<file path="config.mk">
export PLATFORM = sky130hd
export DESIGN_NAME = cmpe_top
export DESIGN_NICKNAME = d
export VERILOG_FILES = /design/src/hdl/cmpe_pkg.sv /design/src/hdl/cmpe_sync.sv /design/src/hdl/cmpe_chan.sv /design/src/hdl/cmpe_top.sv
export VERILOG_INCLUDE_DIRS = /design/src /design/src/hdl
export SDC_FILE = /design/constraint.sdc
export NUM_CORES = 1
export LEC_CHECK = 0
export BUFFER_PORTS_ARGS = -buffer_cell sky130_fd_sc_hd__buf_2
export CAP_MARGIN = 10
export CORE_UTILIZATION = 30
export CTS_CLUSTER_DIAMETER = 120
export DETAILED_ROUTE_END_ITERATION = 7
export SYNTH_ARGS = -nofsm -noshare
export SYNTH_HDL_FRONTEND = slang
export SYNTH_SLANG_ARGS = --single-unit
</file>
<file path="constraint.sdc">
create_clock -name clk -period 4.3 [get_ports clk]
set_input_delay 1.075 -clock clk [delete_from_list [all_inputs] [get_ports clk]]
set_output_delay 1.075 -clock clk [all_outputs]
set_load 0.03 [all_outputs]
</file>
<file path="src/hdl/cmpe_map.svh">
// Register offsets, field positions, reset values and timing counts for the comparator event block
`ifndef CMPE_MAP_SVH
`define CMPE_MAP_SVH
`define CMPE_ADDR_W 4
`define CMPE_OFF_CFG0 4'h0
`define CMPE_OFF_CFG1 4'h1
`define CMPE_OFF_AUXPWR 4'h2
`define CMPE_OFF_STATUS 4'h3
`define CMPE_CFG_EN 0
`define CMPE_CFG_POS_SEL 1
`define CMPE_CFG_NEG_SEL 2
`define CMPE_CFG_PIN_OUT 3
`define CMPE_CFG_IRQ_EN 4
`define CMPE_CFG_FLAG 5
`define CMPE_CFG_RESULT 6
`define CMPE_AUX_CMP_OFF 5
`define CMPE_CFG_RESET 8'h00
`define CMPE_AUX_RESET 8'h00
`define CMPE_SETTLE_US 10
`define CMPE_CLK_MHZ 40
`define CMPE_SETTLE_CYC (`CMPE_SETTLE_US * `CMPE_CLK_MHZ)
`endif

</file>
<file path="src/hdl/cmpe_pkg.sv">
// Types shared by the comparator event block
package cmpe_pkg;
    typedef struct packed {
        logic irq_en;
        logic pin_out;
        logic neg_sel;
        logic pos_sel;
        logic en;
    } cmpe_cfg_t;

    typedef struct packed {
        logic [3:0] addr;
        logic [7:0] wdata;
        logic wr;
        logic rd;
    } cmpe_bus_t;

    typedef enum logic [2:0] {
        CMPE_RUN = 3'h1,
        CMPE_SLEEP = 3'h2,
        CMPE_TOTAL_OFF = 3'h4
    } cmpe_pwr_t;
endpackage : cmpe_pkg

</file>
<file path="src/hdl/cmpe_sync.sv">
// Two-stage synchroniser for the raw comparator outputs
`timescale 1ns/100ps
module cmpe_sync (
    input wire logic clk,
    input wire logic reset,
    input wire logic din,
    output logic dout
);
    typedef struct packed {
        logic s1;
        logic s2;
    } cmpe_sync_st_t;
    cmpe_sync_st_t st_q, st_d;

    always_comb begin
        st_d.s1 = din;
        st_d.s2 = st_q.s1;
    end

    // Resets high, matching a disabled comparator
    always_ff @(posedge clk) begin
        if (reset) begin
            st_q <= 2'h3;
        end else begin
            st_q <= st_d;
        end
    end

    assign dout = st_q.s2;
endmodule : cmpe_sync

</file>
<file path="src/hdl/cmpe_chan.sv">
// One comparator channel: forced output, change flag and interrupt request
`timescale 1ns/100ps
module cmpe_chan (
    input wire logic clk,
    input wire logic reset,
    input wire logic analog_sync,
    input wire logic active,
    input wire logic irq_en,
    input wire logic flag_clear,
    output logic comparator_result_bit,
    output logic comparator_change_flag,
    output logic irq
);
    typedef struct packed {
        logic res;
        logic flag;
    } cmpe_chan_st_t;
    cmpe_chan_st_t st_q, st_d;
    logic res_next;
    logic change;

    always_comb begin
        res_next = active ? analog_sync : 1'b1;
        change = res_next != st_q.res;
        st_d.res = res_next;
        // Set beats a clear in the same cycle
        st_d.flag = change | (st_q.flag & ~flag_clear);
    end

    always_ff @(posedge clk) begin
        if (reset) begin
            st_q <= 2'h2;
        end else begin
            st_q <= st_d;
        end
    end

    assign comparator_result_bit = st_q.res;
    assign comparator_change_flag = st_q.flag;
    assign irq = st_q.flag & irq_en;

    flag_on_change_a: assert property (@(posedge clk) disable iff (reset)
        $changed(st_q.res) |-> st_q.flag)
        else $error("change flag missed an output change");
    forced_high_a: assert property (@(posedge clk) disable iff (reset)
        !active |=> st_q.res)
        else $error("disabled comparator output not high");
    flag_hold_a: assert property (@(posedge clk) disable iff (reset)
        st_q.flag && !flag_clear |=> st_q.flag)
        else $error("change flag dropped without a clear");
endmodule : cmpe_chan

</file>
<file path="src/hdl/cmpe_top.sv">
// Comparator control and event logic: selection, result bits, flags, shared interrupt, power modes
// How it works
// - Result bit is one when selected positive input exceeds selected negative input.
// - Per comparator, positive input picks one of two pins, negative pin or reference.
// - A change flag sets whenever a comparator result bit changes.
// - With its interrupt enabled, a result change raises an interrupt request.
// - Both comparators share one interrupt output; software reads both flags.
// - A disabled comparator forces its result bit high.
// - Disabling with result low sets the flag and may interrupt.
// - Comparators run in idle and power-down, forced off in total power-down.
// - In idle or power-down an enabled change interrupts and wakes the processor.
// - Bit 5 of the auxiliary power control register disables both comparators.
//
// Decided for this implementation: the register addresses and the plain strobed port.
`timescale 1ns/100ps
`include "cmpe_map.svh"
module cmpe_top (
    input wire logic clk,
    input wire logic reset,
    input wire logic [3:0] addr,
    input wire logic [7:0] wdata,
    input wire logic wr,
    input wire logic rd,
    output logic [7:0] rdata,
    input wire logic [1:0] analog_out,
    input wire logic idle_mode,
    input wire logic powerdown_mode,
    input wire logic total_powerdown,
    output logic [1:0] core_enable,
    output logic [1:0] pos_select,
    output logic [1:0] neg_select_ref,
    output logic [1:0] result_pin,
    output logic [1:0] result_pin_en,
    output logic irq,
    output logic wake,
    output logic [1:0] settling
);
    typedef struct packed {
        cmpe_pkg::cmpe_cfg_t [1:0] cfg;
        logic cmp_off;
        logic [7:0] rdata;
        logic [1:0] core_en;
        logic [1:0] pin;
        logic irq;
        logic wake;
        logic [1:0][8:0] settle_cnt;
        cmpe_pkg::cmpe_pwr_t pwr;
    } cmpe_st_t;

    localparam logic [8:0] SETTLE_CYC = 9'(`CMPE_SETTLE_CYC);

    cmpe_st_t st_q, st_d;
    logic [1:0] sync_out;
    logic [1:0] active;
    logic [1:0] res_bit;
    logic [1:0] flag_bit;
    logic [1:0] chan_irq;
    logic [1:0] flag_clr;
    logic [7:0] cfg_rd [2];

    // Power mode tracker; total power-down overrides the lighter sleep modes
    always_comb begin
        st_d = st_q;
        if (total_powerdown) begin
            st_d.pwr = cmpe_pkg::CMPE_TOTAL_OFF;
        end else if (idle_mode || powerdown_mode) begin
            st_d.pwr = cmpe_pkg::CMPE_SLEEP;
        end else begin
            st_d.pwr = cmpe_pkg::CMPE_RUN;
        end
    end

    genvar gi;
    generate
        for (gi = 0; gi < 2; gi++) begin : g_chan
            cmpe_sync u_sync (
                .clk(clk),
                .reset(reset),
                .din(analog_out[gi]),
                .dout(sync_out[gi])
            );
            // Total power-down acts at once, not a cycle later
            assign active[gi] = st_q.cfg[gi].en & ~st_q.cmp_off & ~total_powerdown;
            assign flag_clr[gi] = wr && (addr == (gi == 0 ? `CMPE_OFF_CFG0 : `CMPE_OFF_CFG1))
                && !wdata[`CMPE_CFG_FLAG];
            cmpe_chan u_chan (
                .clk(clk),
                .reset(reset),
                .analog_sync(sync_out[gi]),
                .active(active[gi]),
                .irq_en(st_q.cfg[gi].irq_en),
                .flag_clear(flag_clr[gi]),
                .comparator_result_bit(res_bit[gi]),
                .comparator_change_flag(flag_bit[gi]),
                .irq(chan_irq[gi])
            );
            assign cfg_rd[gi] = {1'b0, res_bit[gi], flag_bit[gi], st_q.cfg[gi].irq_en,
                st_q.cfg[gi].pin_out, st_q.cfg[gi].neg_sel, st_q.cfg[gi].pos_sel, st_q.cfg[gi].en};
        end
    endgenerate

    // Register writes, read mux and outputs
    cmpe_st_t st_w;
    always_comb begin
        st_w = st_d;
        if (wr) begin
            if (addr == `CMPE_OFF_CFG0) begin
                st_w.cfg[0] = wdata[4:0];
            end else if (addr == `CMPE_OFF_CFG1) begin
                st_w.cfg[1] = wdata[4:0];
            end else if (addr == `CMPE_OFF_AUXPWR) begin
                st_w.cmp_off = wdata[`CMPE_AUX_CMP_OFF];
            end
        end
        if (rd) begin
            if (addr == `CMPE_OFF_CFG0) begin
                st_w.rdata = cfg_rd[0];
            end else if (addr == `CMPE_OFF_CFG1) begin
                st_w.rdata = cfg_rd[1];
            end else if (addr == `CMPE_OFF_AUXPWR) begin
                st_w.rdata = {2'h0, st_q.cmp_off, 5'h00};
            end else if (addr == `CMPE_OFF_STATUS) begin
                st_w.rdata = {3'h0, active, st_q.pwr};
            end else begin
                st_w.rdata = 8'h00;
            end
        end else begin
            st_w.rdata = 8'h00;
        end
        st_w.core_en = active;
        st_w.pin = res_bit;
        st_w.irq = |chan_irq;
        // Wake only from sleep; total power-down holds cores off
        st_w.wake = (|chan_irq) && (st_q.pwr == cmpe_pkg::CMPE_SLEEP);
        for (int i = 0; i < 2; i++) begin
            if (!active[i]) begin
                st_w.settle_cnt[i] = 9'h000;
            end else if (!st_q.core_en[i]) begin
                st_w.settle_cnt[i] = SETTLE_CYC;
            end else if (st_q.settle_cnt[i] != 9'h000) begin
                st_w.settle_cnt[i] = st_q.settle_cnt[i] - 9'h001;
            end
        end
    end

    always_ff @(posedge clk) begin
        if (reset) begin
            st_q.cfg <= 10'h000;
            st_q.cmp_off <= 1'b0;
            st_q.rdata <= 8'h00;
            st_q.core_en <= 2'h0;
            st_q.pin <= 2'h3;
            st_q.irq <= 1'b0;
            st_q.wake <= 1'b0;
            st_q.settle_cnt <= 18'h00000;
            st_q.pwr <= cmpe_pkg::CMPE_RUN;
        end else begin
            st_q <= st_w;
        end
    end

    // Drive pins low-active enable only where routing is on
    logic [1:0] pin_oe_q;
    logic [1:0] pos_q;
    logic [1:0] neg_q;
    logic [1:0] settling_q;
    always_ff @(posedge clk) begin
        if (reset) begin
            pin_oe_q <= 2'h3;
            pos_q <= 2'h0;
            neg_q <= 2'h0;
            settling_q <= 2'h0;
        end else begin
            pin_oe_q <= ~{st_w.cfg[1].pin_out, st_w.cfg[0].pin_out};
            pos_q <= {st_w.cfg[1].pos_sel, st_w.cfg[0].pos_sel};
            neg_q <= {st_w.cfg[1].neg_sel, st_w.cfg[0].neg_sel};
            settling_q <= {st_w.settle_cnt[1] != 9'h000, st_w.settle_cnt[0] != 9'h000};
        end
    end

    assign rdata = st_q.rdata;
    assign core_enable = st_q.core_en;
    assign pos_select = pos_q;
    assign neg_select_ref = neg_q;
    assign result_pin = st_q.pin;
    assign result_pin_en = pin_oe_q;
    assign irq = st_q.irq;
    assign wake = st_q.wake;
    assign settling = settling_q;

    shared_irq_a: assert property (@(posedge clk) disable iff (reset)
        (chan_irq != 2'h0) |=> irq)
        else $error("shared interrupt not raised");
    aux_off_a: assert property (@(posedge clk) disable iff (reset)
        st_q.cmp_off |-> active == 2'h0)
        else $error("comparators active with power bit set");
    total_off_a: assert property (@(posedge clk) disable iff (reset)
        total_powerdown |=> core_enable == 2'h0 ##1 result_pin == 2'h3)
        else $error("comparators running in total power-down");
    sleep_wake_a: assert property (@(posedge clk) disable iff (reset)
        (chan_irq != 2'h0) && st_q.pwr == cmpe_pkg::CMPE_SLEEP |=> wake)
        else $error("no wake on comparator event in sleep");
    disable_flag_a: assert property (@(posedge clk) disable iff (reset)
        active[0] && $past(active[0]) ##1 !active[0] && !res_bit[0] |=> flag_bit[0])
        else $error("disabling from low did not set flag");
endmodule : cmpe_top

</file>
=== Word-level counts from Yosys, hierarchy flattened ===
Cells that the tools add are included.

* Add/subtract/negate cells: 2
* Equality and inequality tests: 6
* Muxes and demuxes: 21
* Bitwise operators: 18
* Reductions and logical operators: 19

{| class="wikitable"
|+ Operators by type and width
! kind !! number
|-
| $mux 9 || 6
|-
| $reduce_bool 9->1 || 4
|-
| $sub 9x1->9 const B || 2
|-
| $mux 7 || 2
|-
| $mux 10 || 1
|-
| $mux 5 || 2
|-
| $and 1x1->1 || 8
|-
| $eq 4x2->1 const B || 2
|-
| $mux 4 || 2
|-
| $not 1->1 || 7
|-
| $mux 6 || 1
|-
| $reduce_or 2->1 || 3
|-
| $logic_and 1x1->1 || 5
|-
| $mux 1 || 5
|-
| $reduce_or 5->1 || 1
|-
| $eq 4x1->1 const B || 1
|-
| $logic_not 4->1 || 1
|-
| $reduce_and 4->1 || 1
|-
| $eq 3x2->1 const B || 1
|-
| $mux 3 || 1
|-
| $reduce_and 3->1 || 1
|-
| $mux 2 || 1
|-
| $ne 1x1->1 || 2
|-
| $not 2->2 || 1
|-
| other kinds (4) || 5
|}

* Register bits after elaboration: 62
* Bits of input ports: 21
* Output and inout bits: 22
* Word-level logic and storage cells: 99

=== Logic depth before layout (Yosys ltp) ===
Gate-level depths: netlist of the first run.

* Depth in word-level cells: 7
* Depth in mapped cells: 9
* Depth with buffers taken out: 8

=== By module ===
From an unflattened synthesis of the first run, not the netlist that was laid out.

* Cell total of the unflattened synthesis: 296
* Area total of the unflattened synthesis: 2565.0 µm²

{| class="wikitable"
|+ By module, submodules not included
! module !! times used !! cells each !! area each (µm²) !! sequential area each (µm²)
|-
| cmpe_top || 1 || 270 || 2282.2 || 980.9
|-
| cmpe_chan || 2 || 9 || 88.8 || 40.0
|-
| cmpe_sync || 2 || 4 || 52.6 || 40.0
|}

=== Worst setup path after synthesis of the first run ===
No wires, ideal clock.

* Path kind: reg2reg
* Start point: register st_q, in the netlist st_d[12]
* End point: register settling_q[1], in the netlist settling[1]
* Library setup time: 134 ps
* Arrival: 2163 ps
* Required time: 4166 ps
* Slack: 2003 ps
* Cell stages (with the launch flop): 10
* Buffers on the path: 1
* Clock period less this slack: 2297 ps
* Path through: dfxtp_1 -> inv_1 -> ha_1 -> or4b_1 -> buf_6 -> nor3_4 -> nor3_2 -> xnor2_1 -> a21oi_1 -> or4_1

* Longest elaborated chain between the ends: 5
* Elaborated cells between the ends (all ways): 6
* Those cells by class: add/sub (1); mux (3); reduce/logical (2)

{| class="wikitable"
|+ RTL lines
! what !! line !! source
|-
| start: declaration || cmpe_top.sv:52 || <nowiki>cmpe_st_t st_q, st_d;</nowiki>
|-
| start signal: assignment || cmpe_top.sv:158 || <nowiki>st_q <= st_w;</nowiki>
|-
| $sub 9x1->9 / $reduce_bool 9->1 (equally long branches) || cmpe_top.sv:141, cmpe_top.sv:140 ||
|-
| $mux 9 (*) || cmpe_top.sv:140 || <nowiki>end else if (st_q.settle_cnt[i] != 9'h000) begin</nowiki>
|-
| $mux 9 (*) || cmpe_top.sv:138 || <nowiki>end else if (!st_q.core_en[i]) begin</nowiki>
|-
| $mux 9 (*) || cmpe_top.sv:136 || <nowiki>if (!active[i]) begin</nowiki>
|-
| $reduce_bool 9->1 (*) || cmpe_top.sv:177 || <nowiki>settling_q <= {st_w.settle_cnt[1] != 9'h000, st_w.settle_cnt[0] != 9'h000};</nowiki>
|-
| end signal: assignment || cmpe_top.sv:177 ||
|-
| end: declaration || cmpe_top.sv:166 || <nowiki>logic [1:0] settling_q;</nowiki>
|}

Every way passes the cells marked *; elsewhere a longest branch is shown, timed or not.
A chain may end at the register's enable or synchronous reset.

=== Final worst setup path of the first run ===
Ends and elaborated chain as after synthesis.

==> results of run 1 <==
power by group through the flow:
stage,clock [mW],combinational (mW),sequential [mW]
2_1_floorplan,0,0.0298,0.549
4_1_cts,0.579,0.0452,0.537
3_3_place_gp,0,0.0445,0.549
6_report,0.566,0.0445,0.537
5_1_grt,0.607,0.0499,0.538
3_5_place_dp,0,0.0448,0.549
state kept, by name (all words and copies together), names as in the netlist:
register,flops
result_pin_en,2
g_chan.u_chan.comparator_result_bit,2
st_q,3
g_chan.u_sync.st_d,2
g_chan.u_chan.comparator_change_flag,2
result_pin,2
g_chan.u_sync.dout,2
cfg_rd,8
st_d,19
rdata,7
neg_select_ref,1
pos_select,1
core_enable,2
irq,1
wake,1
settling,2
final cells by class:
type	instances	area, µm²	area share, %
Sequential cell	57	1140	40.3
Multi-Input combinational cell	180	1100	38.9
Timing Repair Buffer	39	195	6.90
Clock buffer	10	138	4.86
Tap cell	102	128	4.51
Clock inverter	6	91.3	3.23
Inverter	10	37.5	1.33
through the flow:
stage	setup WS (ns)	cell area, µm²	util (%)
after global routing	1.59	2830	36.4
after floorplan	2.00	2430	-
after CTS	1.72	2830	36.4
after detailed placement	1.47	2600	33.5
final	1.74	2830	36.4
after global placement	1.47	2600	33.5
kinds of logic (layout without fill, tap and decap cells):
group	after synthesis	count (layout)	synth area share, %
DFF	57	57	46.9
AOI/OAI and AO/OA	40	40	10.6
muxes	14	14	5.86
other	1	1	0.154
and+or+nand+nor	113	113	24.0
buffers and inverters	33	65	7.87
xor gates and xnor gates	10	10	3.60
adders and majority gates	2	2	1.03
per-layer routing:
layer	global-route usage [%]	vias up	routed length [µm]
li1	-	973	-
met1	15.0	841	2360
met2	18.1	46	2040
met3	3.65	9	241
met4	7.03	0	82
met5	0	-	0
path summary, 6_finish.rpt:
kind	start	end	slack, ns
setup / recovery	st_d[12]	settling[1]	1.74
setup reg to reg	st_d[12]	settling[1]	1.74
hold / removal	g_chan[1].u_sync.st_d[0]	g_chan[1].u_sync.dout	0.41
hold reg to reg	g_chan[1].u_sync.st_d[0]	g_chan[1].u_sync.dout	0.41
worst max-delay path, cell delays in order (launching register included):
cell     delay (ns)
dfxtp_1        0.34
inv_1          0.09
ha_1           0.18
or4b_1         0.62
nor3_4         0.36
nor3_2         0.09
xnor2_1        0.15
a21oi_1        0.09
or4_1          0.53
cell usage in the layout (no fill, tap or decap), types with 4 or more instances in the layout:
master,count
xnor2_1,5
nand2_1,15
o221ai_1,5
buf_2,39
or4_1,4
nor3_1,8
nand3_1,4
o21ai_0,7
inv_1,10
xor2_1,5
nor4_1,5
mux2i_1,12
dfxtp_1,57
clkbuf_8,10
a21oi_1,13
nand2b_1,4
nor2_1,43
or3_1,6
or2_2,11
==> results.cfg, run 1 <==
[status]
outcome = finished clean

[global_routing]
antenna_found_initial = 0
grt_pass1_vias = 1697
grt_usage_pct = 12.0
grt.overflow.total = 0
grt_max_degree = 34
grt_pass1_wl_um = 7840

[critical_path]
start_kind = flip-flop
cp-end-kind = flip-flop
worstPathMaxFanout = 9
cp.required_ns = 4.51
r2r_cells = 8
worstPathArrival_ns = 2.78
crit_type = flip-flop to flip-flop

[yosys]
ys_types = 44
ys_ff_latch = 57
synthTopCellsByCount = dfxtp_1 (57), nor2_1 (43), buf_4 (16)
netlist.area_leader.share_pct = 46.9
async_flop_share_pct = 0
syn_nets = 293
ys_warn_count = 0
synth_top_area_cell = dfxtp_1
synthFlopType = dfxtp_1
netlist_instances = 270
synth-edff-count = 0
syn-cell-area_um2 = 2430
synthTopCellsByArea = dfxtp_1 (47%), nor2_1 (6.6%), mux2i_1 (4.9%)
yosysSeqAreaShare_pct = 46.9
yosys.cell_count.top_type = dfxtp_1
avgSynthCellArea_um2 = 9.01

[sta]
slew_headroom_pct = 56.2
slew_viol_final = 0
min_period_ns = 2.56
tightest_slew_ns = 0.647
setup_viol = 0
max_freq_mhz = 390
hold_ws_ns = 0.407
finalHoldViolCount = 0
rsz0062_at_grt = false
fin_skew_ns = 0.00868
finalSetupTns_ns = 0
timing.final.crit_share_pct = 59.6

[die]
die_height_um = 92.0
dieArea_um2 = 8470
ios = 43
rows = 32
start_util_pct = 31.3
die_w_um = 92.0
coreArea_um2 = 7770

[pwr]
irDropWorstVdd_mv = 0.171
power_density_nw_per_um2 = 406
p_leak_nw = 1.21
p_sw_mw = 0.254
design_power_total_mw = 1.15
combPwrFrac_pct = 3.9
p_sw_share_pct = 22.2
power_frac_clock_pct = 49.3
p_seq_share_pct = 46.8
p_int_mw = 0.894

[clock_tree]
cts_resized = 0
tritoncts = yes
cts_max_level = 3
clock_path_buffers = 2
hold_buffers = 0
cts_buffers = 9
postCtsSetupRepairBufs = 0
clock_sinks = 57
clock_latency_ns = 0.34
clk_pin_slew_ns = 0.07
cts_root_buffer = clkbuf_8

[route]
avgRoutedWirePerCell_um = 11.7
drc = 0
dr_total_vias = 1869
ant_nets = 0
drtIter0Drc = 50
via_per_inst = 4.63
first_pass_iters = 4
wirelength_um = 4720

[run]
cap_violations = 0

[worst_hold_path]
hold_depth = 1
min_path_type = flip-flop to flip-flop

[cells_and_area]
diodes = 0
fin_cells = 404
fillCellCount = 818
layout.nets = 320
areaGrowthSynthToFinish_pct = 16.4
drive_above_1_share_pct = 23.8

[placed_design]
dp_hpwl_um = 3340
routabilityCongestion = 0.804
dp.cells = 388
port-buffer-count = 39
Note: power is estimated with default switching activity, not from simulation.
==> run 2: changes to the inputs <==
==> constraint.sdc (replaced) <==
create_clock -name clk -period 2.63 [get_ports clk]
set_input_delay 0.6575 -clock clk [delete_from_list [all_inputs] [get_ports clk]]
set_output_delay 0.6575 -clock clk [all_outputs]
set_load 0.03 [all_outputs]
==> results.cfg, run 2 (synthesis gave the netlist of run 1 again) <==
[status]
outcome = finished clean

[route]
drc = 0
via_per_inst = 4.67
drtIter0Drc = 65
dr_total_vias = 1895
ant_nets = 0
wirelength_um = 4760
first_pass_iters = 5
avgRoutedWirePerCell_um = 11.7

[critical_path]
start_kind = flip-flop
cp-end-kind = flip-flop
cp.required_ns = 2.83
r2r_cells = 7
worstPathArrival_ns = 2.68
worstPathMaxFanout = 9
crit_type = flip-flop to flip-flop

[sta]
timing.final.crit_share_pct = 94.2
tightest_slew_ns = 0.675
finalHoldViolCount = 0
fin_skew_ns = 0.0122
slew_viol_final = 0
max_freq_mhz = 404
setup_slack_ns = 0.152
setup_viol = 0
min_period_ns = 2.48
slew_headroom_pct = 54.4
finalSetupTns_ns = 0
rsz0062_at_grt = false

[die]
rows = 32
die_height_um = 92.0
dieArea_um2 = 8470
coreArea_um2 = 7770
ios = 43
die_w_um = 92.0
start_util_pct = 31.3

[global_routing]
antenna_found_initial = 0
grt_pass1_vias = 1682
grt_usage_pct = 12.1
grt.overflow.total = 0
grt_pass1_wl_um = 7760
grt_max_degree = 29

[clock_tree]
cts_buffers = 9
hold_buffers = 0
clk_pin_slew_ns = 0.06
clock_latency_ns = 0.34
clock_sinks = 57
clock_path_buffers = 2
cts_max_level = 3
postCtsSetupRepairBufs = 0
cts_resized = 0
cts_root_buffer = clkbuf_8
tritoncts = yes

[cells_and_area]
drive_above_1_share_pct = 24.3
seqCellArea_um2 = 1140
diodes = 0
areaGrowthSynthToFinish_pct = 16.0
layout.nets = 322
multi_input_area_um2 = 1100
layout_common_cells = dfxtp_1 (57), nor2_1 (43), buf_2 (39)
fillCellCount = 818
largest_reg_flops = 19
final_common_cell = dfxtp_1

[pwr]
power_frac_clock_pct = 46.5
irDropWorstVdd_mv = 0.271
power_density_nw_per_um2 = 631
p_leak_nw = 1.23
combPwrFrac_pct = 4.1
p_sw_share_pct = 22.1
p_sw_mw = 0.393
p_int_mw = 1.39
p_seq_share_pct = 49.4
design_power_total_mw = 1.78

[worst_hold_path]
min_path_type = flip-flop to flip-flop
hold_depth = 1

[placed_design]
port-buffer-count = 39
dp_hpwl_um = 3370
routabilityCongestion = 0.766
dp_slack_ns = 0.147

[run]
cap_violations = 0
## run 2: cell types whose count changed in the layout (fill, tap and decap cells not counted)
cell	delta
clkinv_2	+3
clkinvlp_4	-3
buf_4	+2
bufinv_16	-1
clkbuf_8	+1
## run 2: power by group through the flow
stage / logic [mW] / clock network [mW] / registers [mW]
finish: 0.0738 / 0.828 / 0.879
global route: 0.0827 / 0.895 / 0.880
CTS: 0.0749 / 0.850 / 0.879
detailed placement: 0.0746 / 0 / 0.899
global placement: 0.0740 / 0 / 0.898
floorplan: 0.0488 / 0 / 0.898
## run 2: cell type report
cell class / instances / share of cell area [%]
Sequential cell: 57 / 40.4
Multi-Input combinational cell: 180 / 39.0
Timing Repair Buffer: 41 / 7.45
Clock buffer: 11 / 5.37
Tap cell: 102 / 4.52
Clock inverter: 5 / 1.91
Inverter: 10 / 1.33
## run 2: stage by stage
step	instances	cell area, µm²	utilization (%)	hold slack (ns)
5_1_grt	406	2820	36.3	0.419
2_1_floorplan	270	2430	-	0.389
6_report	406	2820	36.3	0.408
3_3_place_gp	390	2620	33.7	0.392
4_1_cts	406	2820	36.3	0.412
3_5_place_dp	390	2620	33.7	0.398
## run 2: worst paths after layout
kind / from / endpoint / slack, ns
worst max-delay path: st_d[12] / settling[1] / 0.15
worst min-delay path: g_chan[0].u_sync.st_d[0] / g_chan[0].u_sync.dout / 0.41
worst max register to register: st_d[12] / settling[1] / 0.15
worst min register to register: g_chan[0].u_sync.st_d[0] / g_chan[0].u_sync.dout / 0.41
## run 2: critical path: stages, from the launching register on
cell and delay [ns]:
dfxtp_1 0.33, inv_1 0.09, ha_1 0.18, or4b_1 0.62, or3_1 0.43, nor2_1 0.13, nor3_1 0.07, or4_1 0.50
## run 2: metal layers
layer | track usage, % | wire length, µm | up-vias
li1 | - | - | 973
met2 | 17.9 | 2060 | 49
met1 | 14.9 | 2370 | 865
met3 | 3.90 | 214 | 8
met4 | 7.81 | 114 | 0
met5 | 0 | 0 | -
